File: src/design/adc_params.svh
// Timing counts, field values and bit counts for the converter link.
// Function
// - Low on combined pin marks new result.
// - First rise after ready shifts MSB first.
// - Twenty-fifth clock forces pin high until ready.
// - Without it, last bit holds until update.
// - Mode high fast, low averaged low-noise.
// - Host holds start high at least 17 us.
// - Fast conversion takes 8.0 to 13.3 ms.
// - Low-noise conversion takes 45.5 to 83.3 ms.
// - Power down after conversion until start high.
// - Start held high converts back to back.
// - Result is 24-bit two's complement.
// - Saturate to full-scale codes at extremes.
// - Host waits ready, finishes before next update.
// - Host never reads during the update window.
// - Calibration begins on 26th clock falling edge.
// - Host keeps start high through calibration.
// - Calibration ends with ready, internal inputs.
// - First ready 187 to 313 ms after calibration.
// - Host keeps shift clocks quiet while calibrating.
`ifndef ADC_PARAMS_SVH
`define ADC_PARAMS_SVH

`define CLK_MHZ 100
`define START_PULSE_WIDTH_US 17
`define START_PULSE_CYC (`START_PULSE_WIDTH_US * `CLK_MHZ)
`define SCLK_PULSE_MIN_NS 100
`define SCLK_HALF_CYC ((`SCLK_PULSE_MIN_NS * `CLK_MHZ + 999) / 1000)
`define UPDATE_WINDOW_MIN_US_X10 295
`define UPDATE_WINDOW_CYC ((`UPDATE_WINDOW_MIN_US_X10 * `CLK_MHZ + 9) / 10)
`define FAST_CONV_MIN_MS_X10 80
`define FAST_CONV_CYC (`FAST_CONV_MIN_MS_X10 * `CLK_MHZ * 100)
`define SLOW_CONV_MIN_MS_X10 455
`define SLOW_CONV_CYC (`SLOW_CONV_MIN_MS_X10 * `CLK_MHZ * 100)
`define CAL_MIN_MS 187
`define CAL_CYC (`CAL_MIN_MS * `CLK_MHZ * 1000)
`define AVG_SHIFT 4
`define AVG_SAMPLES 16
`define RESULT_BITS 5'd24
`define SCLK_COUNT_FORCE 5'd24
`define SCLK_COUNT_CAL 5'd26
`define SCLK_COUNT_IDLE 5'd27
`define CODE_POS_FS 24'h7FFFFF
`define CODE_NEG_FS 24'h800000
`define CODE_CAL 24'h000000

`endif

File: src/design/adc_pkg.sv
// Shared types of the converter link ends.
package adc_pkg;
  typedef logic [23:0] result_t;
  typedef enum logic [1:0] {DEV_OFF, DEV_CONV, DEV_UPDATE, DEV_CAL} dev_state_e;
  typedef enum logic [1:0] {HOST_IDLE, HOST_SHIFT, HOST_CAL} host_state_e;
endpackage

File: src/design/adc_link_if.sv
// Two-wire read link plus start and mode lines between host and converter.
`timescale 1ns/100ps
interface adc_link_if;
  logic start;
  logic mode;
  logic sclk;
  logic ready_and_serial_out;
  modport device (input start, input mode, input sclk, output ready_and_serial_out);
  modport host (output start, output mode, output sclk, input ready_and_serial_out);
endinterface

File: src/design/adc_device_end.sv
// Converter end: conversion sequencing, calibration and serial result readout.
`timescale 1ns/100ps
`include "adc_params.svh"
module adc_device_end #(
  parameter int unsigned FAST_CONV_CYC = `FAST_CONV_CYC,
  parameter int unsigned SLOW_CONV_CYC = `SLOW_CONV_CYC,
  parameter int unsigned CAL_CYC = `CAL_CYC,
  parameter int unsigned UPDATE_CYC = `UPDATE_WINDOW_CYC,
  parameter int unsigned AVG_N = `AVG_SAMPLES
) (
  input wire logic clk_sys,
  input wire logic nrst,
  adc_link_if.device link,
  input wire logic signed [31:0] sample_in,
  output logic converting,
  output logic calibrating,
  output adc_pkg::result_t last_result
);
  adc_pkg::dev_state_e state_q;
  logic start_m_q, start_s_q;
  logic mode_m_q, mode_s_q;
  logic sclk_m_q, sclk_s_q, sclk_p_q;
  logic sclk_rise, sclk_fall;
  logic mode_q;
  logic pin_q;
  logic [4:0] sclk_cnt_q;
  logic cal_trig;
  logic signed [35:0] acc_q;
  logic signed [35:0] sample_ext;
  adc_pkg::result_t held_q;
  adc_pkg::result_t shreg_q;
  adc_pkg::result_t conv_result;
  logic tmr_load, tmr_done;
  logic [31:0] tmr_val;
  logic [31:0] tmr_remain;
  logic conv_end, upd_end, cal_end;

  // Link inputs come from the host's clock domain, so each passes two flops.
  always_ff @(posedge clk_sys or negedge nrst) begin
    if (!nrst) begin
      start_m_q <= 1'b0;
      start_s_q <= 1'b0;
      mode_m_q <= 1'b0;
      mode_s_q <= 1'b0;
      sclk_m_q <= 1'b0;
      sclk_s_q <= 1'b0;
      sclk_p_q <= 1'b0;
    end else begin
      start_m_q <= link.start;
      start_s_q <= start_m_q;
      mode_m_q <= link.mode;
      mode_s_q <= mode_m_q;
      sclk_m_q <= link.sclk;
      sclk_s_q <= sclk_m_q;
      sclk_p_q <= sclk_s_q;
    end
  end

  assign sclk_rise = sclk_s_q && !sclk_p_q;
  assign sclk_fall = !sclk_s_q && sclk_p_q;
  assign cal_trig = sclk_fall && (sclk_cnt_q == `SCLK_COUNT_CAL);

  assign conv_end = (state_q == adc_pkg::DEV_CONV) && tmr_done;
  assign cal_end = (state_q == adc_pkg::DEV_CAL) && tmr_done;
  assign upd_end = (state_q == adc_pkg::DEV_UPDATE) && tmr_done;

  // All intervals run from this clock alone; shift clocks never advance them.
  conv_timer #(
    .WIDTH(32)
  ) u_timer (
    .clk_sys(clk_sys),
    .nrst(nrst),
    .load(tmr_load),
    .load_val(tmr_val),
    .running(),
    .done(tmr_done),
    .remain(tmr_remain)
  );

  always_comb begin
    tmr_load = 1'b0;
    tmr_val = 32'h00000000;
    if (cal_trig) begin
      tmr_load = 1'b1;
      tmr_val = 32'(CAL_CYC);
    end else if (conv_end || cal_end) begin
      tmr_load = 1'b1;
      tmr_val = 32'(UPDATE_CYC);
    end else if ((state_q == adc_pkg::DEV_OFF && start_s_q) || (upd_end && start_s_q)) begin
      tmr_load = 1'b1;
      tmr_val = mode_s_q ? 32'(FAST_CONV_CYC) : 32'(SLOW_CONV_CYC);
    end
  end

  // Calibration may cut into a running conversion; it always takes priority.
  always_ff @(posedge clk_sys or negedge nrst) begin
    if (!nrst) begin
      state_q <= adc_pkg::DEV_OFF;
    end else if (cal_trig) begin
      state_q <= adc_pkg::DEV_CAL;
    end else begin
      unique case (state_q)
        adc_pkg::DEV_OFF: begin
          if (start_s_q) begin
            state_q <= adc_pkg::DEV_CONV;
          end
        end
        adc_pkg::DEV_CONV: begin
          if (tmr_done) begin
            state_q <= adc_pkg::DEV_UPDATE;
          end
        end
        adc_pkg::DEV_CAL: begin
          if (tmr_done) begin
            state_q <= adc_pkg::DEV_UPDATE;
          end
        end
        adc_pkg::DEV_UPDATE: begin
          if (tmr_done) begin
            state_q <= start_s_q ? adc_pkg::DEV_CONV : adc_pkg::DEV_OFF;
          end
        end
      endcase
    end
  end

  // Mode is frozen for the whole conversion so a mid-way change cannot mix rates.
  always_ff @(posedge clk_sys or negedge nrst) begin
    if (!nrst) begin
      mode_q <= 1'b0;
    end else if (tmr_load && (state_q == adc_pkg::DEV_OFF || upd_end)) begin
      mode_q <= mode_s_q;
    end
  end

  assign sample_ext = {{4{sample_in[31]}}, sample_in};

  // Low-noise mode sums the last samples of the conversion and averages them.
  // The window sits one count early so every sample lands before the result is taken.
  always_ff @(posedge clk_sys or negedge nrst) begin
    if (!nrst) begin
      acc_q <= 36'sh000000000;
    end else if (state_q != adc_pkg::DEV_CONV) begin
      acc_q <= 36'sh000000000;
    end else if (!mode_q && tmr_remain <= 32'(AVG_N + 1) && tmr_remain > 32'h00000001) begin
      acc_q <= acc_q + sample_ext;
    end
  end

  function automatic adc_pkg::result_t saturate(input logic signed [35:0] v);
    if (v > 36'sh0007FFFFF) begin
      saturate = `CODE_POS_FS;
    end else if (v < -36'sh000800000) begin
      saturate = `CODE_NEG_FS;
    end else begin
      saturate = v[23:0];
    end
  endfunction

  assign conv_result = mode_q ? saturate(sample_ext) : saturate(acc_q >>> `AVG_SHIFT);

  // The finished result waits here through the update window before release.
  always_ff @(posedge clk_sys or negedge nrst) begin
    if (!nrst) begin
      held_q <= 24'h000000;
    end else if (cal_end) begin
      held_q <= `CODE_CAL;
    end else if (conv_end) begin
      held_q <= conv_result;
    end
  end

  always_ff @(posedge clk_sys or negedge nrst) begin
    if (!nrst) begin
      last_result <= 24'h000000;
    end else if (upd_end) begin
      last_result <= held_q;
    end
  end

  // Shift clocks are counted per result; counting past the calibration edge stops.
  always_ff @(posedge clk_sys or negedge nrst) begin
    if (!nrst) begin
      sclk_cnt_q <= `SCLK_COUNT_IDLE;
    end else if (upd_end) begin
      sclk_cnt_q <= 5'h00;
    end else if (cal_trig) begin
      sclk_cnt_q <= `SCLK_COUNT_IDLE;
    end else if (sclk_rise && sclk_cnt_q < `SCLK_COUNT_CAL) begin
      sclk_cnt_q <= sclk_cnt_q + 5'h01;
    end
  end

  always_ff @(posedge clk_sys or negedge nrst) begin
    if (!nrst) begin
      shreg_q <= 24'h000000;
    end else if (upd_end) begin
      shreg_q <= held_q;
    end else if (sclk_rise && sclk_cnt_q < `RESULT_BITS) begin
      shreg_q <= {shreg_q[22:0], 1'b0};
    end
  end

  // An unread result is lost when the next update begins; the host must hurry.
  always_ff @(posedge clk_sys or negedge nrst) begin
    if (!nrst) begin
      pin_q <= 1'b1;
    end else if (conv_end || cal_end) begin
      pin_q <= 1'b1;
    end else if (upd_end) begin
      pin_q <= 1'b0;
    end else if (sclk_rise && sclk_cnt_q < `RESULT_BITS) begin
      pin_q <= shreg_q[23];
    end else if (sclk_rise && sclk_cnt_q == `SCLK_COUNT_FORCE) begin
      pin_q <= 1'b1;
    end
  end

  assign link.ready_and_serial_out = pin_q;

  always_ff @(posedge clk_sys or negedge nrst) begin
    if (!nrst) begin
      converting <= 1'b0;
      calibrating <= 1'b0;
    end else begin
      converting <= (state_q != adc_pkg::DEV_OFF);
      calibrating <= (state_q == adc_pkg::DEV_CAL);
    end
  end
endmodule // adc_device_end

File: src/design/conv_timer.sv
// Loadable down-counter that times one interval from the system clock.
`timescale 1ns/100ps
module conv_timer #(
  parameter int unsigned WIDTH = 32
) (
  input wire logic clk_sys,
  input wire logic nrst,
  input wire logic load,
  input wire logic [WIDTH-1:0] load_val,
  output logic running,
  output logic done,
  output logic [WIDTH-1:0] remain
);
  logic [WIDTH-1:0] cnt_q;
  logic run_q;

  always_ff @(posedge clk_sys or negedge nrst) begin
    if (!nrst) begin
      cnt_q <= '0;
      run_q <= 1'b0;
    end else if (load) begin
      cnt_q <= load_val;
      run_q <= (load_val != '0);
    end else if (run_q) begin
      cnt_q <= cnt_q - {{(WIDTH-1){1'b0}}, 1'b1};
      if (cnt_q == {{(WIDTH-1){1'b0}}, 1'b1}) begin
        run_q <= 1'b0;
      end
    end
  end

  assign running = run_q;
  assign done = run_q && (cnt_q == {{(WIDTH-1){1'b0}}, 1'b1});
  assign remain = cnt_q;
endmodule // conv_timer

File: src/flat_wrapper.sv
// flat-port wrapper written by rule: the top's interface ports become plain ports
module adc_device_end_flat 
#(
  parameter int unsigned FAST_CONV_CYC = `FAST_CONV_CYC,
  parameter int unsigned SLOW_CONV_CYC = `SLOW_CONV_CYC,
  parameter int unsigned CAL_CYC = `CAL_CYC,
  parameter int unsigned UPDATE_CYC = `UPDATE_WINDOW_CYC,
  parameter int unsigned AVG_N = `AVG_SAMPLES
)
  (clk_sys, nrst, sample_in, converting, calibrating, last_result, link_start, link_mode, link_sclk, link_ready_and_serial_out);
  adc_link_if link_i ();
  input wire logic clk_sys;
  input wire logic nrst;
  input wire logic signed [31:0] sample_in;
  output logic converting;
  output logic calibrating;
  output adc_pkg::result_t last_result;
  input wire logic [$bits(link_i.start)-1:0] link_start;
  input wire logic [$bits(link_i.mode)-1:0] link_mode;
  input wire logic [$bits(link_i.sclk)-1:0] link_sclk;
  output wire logic [$bits(link_i.ready_and_serial_out)-1:0] link_ready_and_serial_out;
  assign link_i.start = link_start;
  assign link_i.mode = link_mode;
  assign link_i.sclk = link_sclk;
  assign link_ready_and_serial_out = link_i.ready_and_serial_out;
  adc_device_end #(.FAST_CONV_CYC(FAST_CONV_CYC), .SLOW_CONV_CYC(SLOW_CONV_CYC), .CAL_CYC(CAL_CYC), .UPDATE_CYC(UPDATE_CYC), .AVG_N(AVG_N)) u_core (.clk_sys(clk_sys), .nrst(nrst), .link(link_i), .sample_in(sample_in), .converting(converting), .calibrating(calibrating), .last_result(last_result));
endmodule
File: config.mk
export PLATFORM = sky130hd
export DESIGN_NAME = adc_device_end_flat
export DESIGN_NICKNAME = d
export VERILOG_FILES = /design/src/design/adc_pkg.sv /design/src/design/adc_link_if.sv /design/src/design/adc_device_end.sv /design/src/design/conv_timer.sv /design/src/flat_wrapper.sv
export VERILOG_INCLUDE_DIRS = /design/src /design/src/design
export SDC_FILE = /design/constraint.sdc
export NUM_CORES = 1
export LEC_CHECK = 0
export BUFFER_PORTS_ARGS = -buffer_cell sky130_fd_sc_hd__buf_4
export CORE_MARGIN = 5
export CORE_UTILIZATION = 48
export DETAILED_ROUTE_END_ITERATION = 8
export HOLD_SLACK_MARGIN = 0.15
export MAX_ROUTING_LAYER = met4
export PLACE_DENSITY = 0.66
export RECOVER_POWER = 50
export SLEW_MARGIN = 0
export SYNTH_ARGS = -nofsm -noshare
export SYNTH_HDL_FRONTEND = slang
export SYNTH_SLANG_ARGS = --single-unit
export TNS_END_PERCENT = 5
File: constraint.sdc
create_clock -name clk_sys -period 3.5 [get_ports clk_sys]
set_clock_uncertainty 0.2 [all_clocks]
set_input_delay 0.7 -clock clk_sys [delete_from_list [all_inputs] [get_ports clk_sys]]
set_output_delay 0.7 -clock clk_sys [all_outputs]
set_load 0.01 [all_outputs]
==> flow_summary.yaml, run 1 <==
grt:
  grt_pass1_wl_microns: 39700
  grt_overflow: 0
  grt_usage_pct: 22.7
  antenna_found_initial: 0
  first_global_vias: 7561
  grt_max_degree: 67
power:
  power.total_mw: 5.29
  ir_worst_vdd_v: 0.000325
  p_leak_nw: 5.08
  power_density_nw_per_um2: 488
synth:
  yosysTopAreaCell: "dfrtp_1"
  synth_most_common_cell: "nand2_1"
  synth-main-ff-cell: "dfrtp_1"
  synthAdderAreaFrac_pct: 5.51
  synthMuxAreaShare_pct: 2.95
  ys_seq_area_share_pct: 43.2
  syn_avg_cell_area_sq_um: 9.02
  synth_warnings: 0
  yosysTopAreaCellShare_pct: 41.8
  synth_top_family_by_area: "simple AND/OR/NAND/NOR gates"
  synthCells: 1022
  synth_seq_cells: 159
  synth-simple-area-share_pct: 21.8
  synth_nets: 1099
  async_flop_share_pct: 100
  synth_edf_count: 0
  synth_cell_type_count: 72
  synth_xor_area_share_pct: 4.09
  syn-cell-area_sq_um: 9220
  synth-compound-area-share_pct: 19.5
  yosys-top-cells-count: "nand2_1 (199), dfrtp_1 (154), a21oi_1 (66)"
  synth_area_leaders: "dfrtp_1 (42%), nand2_1 (8.1%), ha_1 (5.3%), a21oi_1 (3.6%), a21o_1 (3.4%)"
route:
  drc_errors: 0
  wl_per_cell_microns: 17.1
  drt_iter0_drc: 677
  firstDrtPassIters: 5
  antenna_left: 0
  wirelength_microns: 23800
  vias: 8020
  routed_via_density: 5.78
min_path:
  min_path_type: "flop to flop"
  hold-path-cell-count: 0
  hold_path_end: "u_core.mode_s_q"
  hp-start: "u_core.mode_m_q"
die:
  initial_utilization_pct: 49.0
  std_cell_rows: 50
  io_pins: 64
  fp.dieW_microns: 149
  core_area_sq_um: 18800
  die_height_microns: 149
  die_area_sq_um: 22100
sta:
  fmax_mhz: 297
  worst_slew_pin_slew_ns: 1.51
  hold_violations: 0
  setup_viol: 0
  slew_headroom_pct: -0.798
  layout_setup_ws_ns: 0.138
  final.min_clock_period_ns: 3.36
  fin_crit_sh_pct: 96.1
  rsz0062_at_grt: "yes"
  hold_slack_ns: 0.154
  drv_slew: 62
critical_path:
  r2r_setup_slack_ns: 0.14
  crit_arrival_ns: 3.52
  critPathKind: "flop to flop"
  cp_max_fo: 24
  rr_startpoint: "u_core.u_timer.remain[20]"
  rr_endpoint: "u_core.held_q[1]"
  crit_path_start_kind: "flop"
  critPathRequiredTime_ns: 3.66
  cp-end-kind: "flop"
  worstRegToRegCells: 9
run:
  drv_cap: 1
outcome:
  status: "complete, but fails checks"
  violations: "capacitance limit, slew limit"
place:
  place_congestion: 0.956
  hpwlAfterDp_microns: 17200
  place_ws_ns: -0.0448
  placed_area_sq_um: 10300
  port_buffers: 63
clocking:
  clock-sinks: 159
  cts_tree: "yes"
  clkTransAtPathRegs_ns: 0.07
  cts_setup_buffers: 0
  clock_path_buffers: 2
  cts_made_buffers: 17
  clk_latency_ns: 0.43
  htree_levels: 4
  root_buffer: "clkbuf_16"
cells_and_area:
  diodes: 0
  syn2layout_area_growth_pct: 17.4
  drive_gt1_share_pct: 13.4
  final_nets: 1192
  design_area_sq_um: 10800
-- cell usage in the layout, fill, tap and decap left out, drive strengths merged, types with 4 or more instances in the layout --
| master | instances |
|---|---|
| dfrtp | 154 |
| a31oi | 11 |
| nor3b | 7 |
| or3 | 7 |
| o21ai | 68 |
| a211oi | 7 |
| nand3b | 5 |
| o21a | 7 |
| mux2i | 26 |
| o22a | 7 |
| and2 | 4 |
| nor3 | 31 |
| nor4 | 20 |
| a21oi | 66 |
| a21o | 43 |
| bufinv | 4 |
| clkbuf | 49 |
| nor4b | 4 |
| a221oi | 23 |
| inv | 21 |
| buf | 91 |
| nand2 | 199 |
| nor2b | 6 |
| nor2 | 60 |
| nand3 | 36 |
| nand4 | 12 |
| o31ai | 6 |
| dfstp | 5 |
| and3 | 10 |
| or4 | 6 |
| xnor2 | 25 |
| xor2 | 18 |
| ha | 39 |
-- where the power goes --
part	switching (mW)	internal [mW]
Sequential	0.186	2.01
Clock	0.807	1.23
Combinational	0.644	0.405
Total	1.64	3.65
-- sequential cells by signal, summed over array words and instances, names as in the netlist, 2 cells and up --
name,flops
u_core.held_q,24
u_core.state_q,2
u_core.sclk_cnt_q,5
u_core.shreg_q,24
u_core.last_result,24
u_core.u_timer.remain,32
u_core.acc_q,36
-- worst max-delay path: stages, from the launching register on --
cell and delay (ns):
dfrtp_1 0.44, or4_4 0.58, nor4_4 0.22, or4b_1 0.47, buf_4 0.20, nor3_2 0.31
nand2_1 0.09, buf_4 0.22, a221oi_1 0.42, a21o_1 0.14
-- kinds of logic (layout without fill, tap and decap cells) --
kind of cell / count (synthesis) / count (layout)
AND/OR/NAND/NOR: 419 / 419
AO/OA/AOI/OAI: 271 / 271
flip-flops: 159 / 159
multiplexers: 27 / 27
buffers and inverters: 63 / 169
XOR/XNOR: 43 / 43
adder cells (fa/ha/maj): 40 / 40
-- how the worst max path moves through the flow --
stage | slack (ns) | from | end
finish | 0.14 | u_core.u_timer.remain[20] | u_core.held_q[1]
global route | -0.06 | u_core.u_timer.remain[20] | u_core.shreg_q[23]
CTS | 0.11 | u_core.u_timer.remain[20] | u_core.acc_q[32]
detailed placement | -0.04 | sample_in[0] | u_core.acc_q[20]
global placement | 0.01 | sample_in[0] | u_core.acc_q[20]
floorplan | 0.22 | sample_in[0] | u_core.acc_q[20]
-- per-layer routing --
| metal | share of wire (%) | vias to the layer above | GRT usage [%] |
|---|---|---|---|
| met1 | 49 | 3867 | 34.0 |
| met3 | 5.8 | 23 | 3.38 |
| met5 | 0 | - | - |
| li1 | - | 3902 | - |
| met2 | 44 | 228 | 32.3 |
| met4 | 1.4 | 0 | 5.87 |
-- stage by stage --
step | std cells | setup TNS, ns | util (%)
final | 1388 | 0 | 57.5
after global routing | 1388 | -0.835 | 57.5
after CTS | 1388 | 0 | 58.0
after detailed placement | 1355 | -0.0474 | 54.6
after global placement | 1355 | 0 | 54.6
after floorplan | 1022 | 0 | -
-- what timing repair did --
action | in CTS | in global routing
hold buffers | 1 | 0
endpoints found under the hold margin | 59 | 0
setup endpoints to repair | 0 | 32
gates resized for setup | 0 | 3
-- cell type report --
| cell class | count | area [sq um] |
|---|---|---|
| clock buffer | 19 | 443 |
| clock inverter | 13 | 199 |
| fill | 1699 | 8010 |
| inverter | 15 | 56.3 |
| multi-input combinational | 800 | 4980 |
| sequential | 159 | 3990 |
| tap | 260 | 325 |
| timing repair buffer | 122 | 838 |
Power figures use the tool's default switching activity.
==> run 2, diff against run 1 <==
Settings changed: MAX_ROUTING_LAYER met4 to not set.
==> flow_summary.yaml, run 2 (synthesis gave the netlist of run 1 again) <==
outcome:
  status: "complete, but fails checks"
  violations: "capacitance limit, slew limit"
place:
  port_buffers: 63
  place_congestion: 0.939
  hpwlAfterDp_microns: 17200
critical_path:
  slowest_delay_ns: 0.58
  crit_path_start_kind: "flop"
  rr_endpoint: "u_core.held_q[1]"
  crit_chain: "or4_4, nor4_4, or4b_1, buf_4, nor3_2, nand2_1, buf_4, a221oi_1, a21o_1"
  rr_startpoint: "u_core.u_timer.remain[20]"
  cp_max_fo: 24
  worstRegToRegCells: 9
  cp-end-kind: "flop"
  r2r_setup_slack_ns: 0.16
  crit_path_top_delay_cell: "or4_4"
  critPathMostFrequentCell: "buf_4"
  critPathKind: "flop to flop"
  critPathRequiredTime_ns: 3.66
  crit_arrival_ns: 3.50
route:
  wirelength_microns: 23800
  drc_errors: 0
  wl_per_cell_microns: 17.1
  antenna_left: 0
  firstDrtPassIters: 5
  vias: 7977
  routed_via_density: 5.75
  drt_iter0_drc: 686
die:
  fp.dieW_microns: 149
  std_cell_rows: 50
  die_height_microns: 149
  initial_utilization_pct: 49.0
  io_pins: 64
  core_area_sq_um: 18800
  die_area_sq_um: 22100
clocking:
  clock_path_buffers: 2
  cts_tree: "yes"
  root_buffer: "clkbuf_16"
  clock-sinks: 159
  htree_levels: 4
  cts_setup_buffers: 0
  cts_made_buffers: 17
  clk_latency_ns: 0.43
  clkTransAtPathRegs_ns: 0.07
cells_and_area:
  diodes: 0
  layout_common_cells: "nand2_1 (199), dfrtp_1 (154), buf_4 (89)"
  layout.area.seq_sq_um: 3990
  fin_util_pct: 57.5
  multiInputGateArea_sq_um: 4980
  final_nets: 1192
  layout_commonest_cell: "nand2_1"
  fillers: 1699
  syn2layout_area_growth_pct: 17.4
  regMostFlops: "u_core.acc_q"
  drive_gt1_share_pct: 13.4
  largest_reg_flops: 36
sta:
  rsz0062_at_grt: "yes"
  setup_viol: 0
  final.min_clock_period_ns: 3.34
  fin_crit_sh_pct: 95.4
  fmax_mhz: 299
  worst_slew_pin_slew_ns: 1.51
  final.setup.tns_ns: 0
  hold_slack_ns: 0.154
  slew_headroom_pct: -0.400
  hold_violations: 0
  drv_slew: 61
min_path:
  hold_path_end: "u_core.mode_s_q"
  hp-start: "u_core.mode_m_q"
  min_path_type: "flop to flop"
  hold-path-cell-count: 0
power:
  power.total_mw: 5.29
  power_density_nw_per_um2: 489
  p_leak_nw: 5.08
  ir_worst_vdd_v: 0.000327
grt:
  grt_overflow: 0
  grt_max_degree: 67
  first_global_vias: 7557
  grt_usage_pct: 22.0
  antenna_found_initial: 0
  grt_pass1_wl_microns: 39600
run:
  drv_cap: 1
run 2: cell counts in the layout (fill, tap and decap cells not counted):
Identical to the previous run, type by type.
run 2: per-stage QoR:
step / area (sq um) / instances / setup WS (ns)
after floorplan: 9220 / 1022 / 0.219
after global routing: 10800 / 1388 / -0.0593
final: 10800 / 1388 / 0.160
after global placement: 10300 / 1355 / 0.00998
after CTS: 10900 / 1388 / 0.105
after detailed placement: 10300 / 1355 / -0.0448
run 2: timing repair:
item	in CTS	in global routing
endpoints found under the hold margin	59	0
resized for setup	0	3
endpoints found under the setup margin	0	32
hold buffers	1	0
run 2: worst max-delay path, delay by kind of cell (launching register included):
kind	cells	cell delay [ns]
AO/OA/AOI/OAI	2	0.55
flip-flops	1	0.44
buffers and inverters	2	0.42
AND/OR/NAND/NOR	5	1.65
run 2: layer usage:
| layer | vias up | track usage, % | wire length, microns |
|---|---|---|---|
| met1 | 3846 | 33.9 | 11900 |
| met5 | - | 0 | 0 |
| met2 | 210 | 32.3 | 10400 |
| li1 | 3899 | - | - |
| met4 | 0 | 5.87 | 336 |
| met3 | 22 | 3.44 | 1200 |
run 2: layout make-up:
| type | instances | share of cell area (%) |
|---|---|---|
| Clock buffer | 19 | 4.09 |
| Inverter | 15 | 0.520 |
| Tap cell | 260 | 3.01 |
| Timing Repair Buffer | 122 | 7.74 |
| Sequential cell | 159 | 36.8 |
| Multi-Input combinational cell | 800 | 46.0 |
| Clock inverter | 13 | 1.84 |
run 2: power by group:
group          total [mW]  switching (mW)  internal, mW
logic                1.05           0.643         0.405
clock network        2.05           0.812          1.23
registers            2.19           0.185          2.01
run 2: worst max path at each step:
stage                                          from                  to  cells past startpoint
after floorplan                        sample_in[0]    u_core.acc_q[20]                     10
after global placement                 sample_in[0]    u_core.acc_q[20]                     11
after detailed placement               sample_in[0]    u_core.acc_q[20]                     11
after CTS                 u_core.u_timer.remain[20]    u_core.acc_q[32]                      9
after global routing      u_core.u_timer.remain[20]  u_core.shreg_q[23]                     10
final                     u_core.u_timer.remain[20]    u_core.held_q[1]                      9
==> run 3, diff against run 2 <==
Settings changed: CORE_ASPECT_RATIO set to 0.5.
==> flow_summary.yaml, run 3 (synthesis gave the netlist of run 1 again) <==
cells_and_area:
  diodes: 0
  layout.area.seq_sq_um: 3990
  fin_util_pct: 58.9
  layout_common_cells: "nand2_1 (199), dfrtp_1 (154), buf_4 (120)"
  stdcell_count: 1394
  drive_gt1_share_pct: 16.6
  fillers: 1670
  layout_commonest_cell: "nand2_1"
  final_nets: 1199
  multiInputGateArea_sq_um: 5000
  regMostFlops: "u_core.acc_q"
  largest_reg_flops: 36
  syn2layout_area_growth_pct: 19.0
  design_area_sq_um: 11000
route:
  wirelength_microns: 25300
  drt_iter0_drc: 791
  firstDrtPassIters: 5
  antenna_left: 0
  vias: 8197
  routed_via_density: 5.88
  wl_per_cell_microns: 18.1
  drc_errors: 0
clocking:
  cts_tree: "yes"
  cts_made_buffers: 17
  clock_path_buffers: 2
  cts_setup_buffers: 0
  htree_levels: 4
  clk_latency_ns: 0.43
  clock-sinks: 159
  clkTransAtPathRegs_ns: 0.08
  root_buffer: "clkbuf_16"
grt:
  grt_max_degree: 83
  grt_usage_pct: 23.8
  grt_pass1_wl_microns: 42800
  grt_overflow: 0
  first_global_vias: 8202
  antenna_found_initial: 0
sta:
  rsz0062_at_grt: "no"
  hold_violations: 0
  setup_viol: 0
  drv_slew: 83
  slew_headroom_pct: -31.4
  final.min_clock_period_ns: 3.36
  worst_slew_pin_slew_ns: 1.97
  final.setup.tns_ns: 0
  layout_setup_ws_ns: 0.138
  fin_crit_sh_pct: 96.1
  fmax_mhz: 297
  hold_slack_ns: 0.150
power:
  power_density_nw_per_um2: 478
  p_leak_nw: 5.21
  ir_worst_vdd_v: 0.000324
  power.total_mw: 5.25
min_path:
  hold-path-cell-count: 0
  hp-start: "u_core.start_m_q"
  hold_path_end: "u_core.start_s_q"
  min_path_type: "flop to flop"
critical_path:
  r2r_setup_slack_ns: 0.14
  rr_endpoint: "u_core.acc_q[26]"
  critPathKind: "flop to flop"
  crit_arrival_ns: 3.49
  cp_max_fo: 25
  critPathRequiredTime_ns: 3.63
  cp-end-kind: "flop"
  rr_startpoint: "u_core.u_timer.remain[20]"
  worstRegToRegCells: 8
  crit_path_start_kind: "flop"
die:
  die_area_sq_um: 22200
  core_area_sq_um: 18600
  fp.dieW_microns: 206
  die_height_microns: 108
  std_cell_rows: 35
  initial_utilization_pct: 49.5
  io_pins: 64
place:
  hpwlAfterDp_microns: 18000
  place_congestion: 0.912
  place_ws_ns: -0.116
  placed_area_sq_um: 10300
  port_buffers: 63
  dp_cells: 1362
outcome:
  status: "complete, but fails checks"
  violations: "capacitance limit, slew limit"
run:
  drv_cap: 1
[run 3: changes by cell type in the layout (fill, tap and decap cells not counted), moves of 2 or more]
cell       before  now
bufinv_16       4    0
inv_6           4    1
buf_4          89  120
clkinv_8        0    7
a221oi_2        1    6
inv_12          0    2
a221oi_1       22   17
clkbuf_1       27    2
[run 3: layout make-up]
class,count,area share [%]
clock buffer,17,3.88
inverter,15,0.513
multi-input combinational,800,45.6
timing repair buffer,129,8.83
sequential,159,36.3
clock inverter,15,1.88
tap,259,2.95
[run 3: timing repair]
| action | in CTS | in global routing |
|---|---|---|
| endpoints found under the setup margin | 0 | 8 |
| resized for setup | 0 | 7 |
| hold buffers | 0 | 0 |
[run 3: worst max path at each step]
stage / startpoint / cells past startpoint / slack (ns) / to
6_report: u_core.u_timer.remain[20] / 8 / 0.14 / u_core.acc_q[26]
5_1_grt: u_core.u_timer.remain[20] / 10 / 0.002 / u_core.held_q[14]
4_1_cts: u_core.u_timer.remain[20] / 10 / 0.04 / u_core.held_q[15]
3_5_place_dp: sample_in[0] / 11 / -0.12 / u_core.acc_q[34]
3_3_place_gp: sample_in[0] / 11 / -0.06 / u_core.acc_q[20]
2_1_floorplan: sample_in[0] / 10 / 0.22 / u_core.acc_q[20]
[run 3: report_power, final]
group | leakage, nW | switching, mW | internal (mW)
Clock | 0.303 | 0.964 | 0.988
Combinational | 2.90 | 0.679 | 0.416
Sequential | 2.01 | 0.192 | 2.01
[run 3: critical path, cell delays in order, from the launching register on]
cell	delay, ns
dfrtp_1	0.44
or4_4	0.57
nor4_4	0.21
or4b_1	0.45
buf_4	0.20
nor4_4	0.34
buf_12	0.23
nand2_1	0.27
o31ai_1	0.33
[run 3: metal layers]
metal	global-route usage (%)	up-vias	share of wire (%)
met3	4.73	37	6.2
met2	37.7	255	46
li1	-	3913	-
met4	5.31	0	1.3
met5	0	-	0
met1	34.2	3992	47
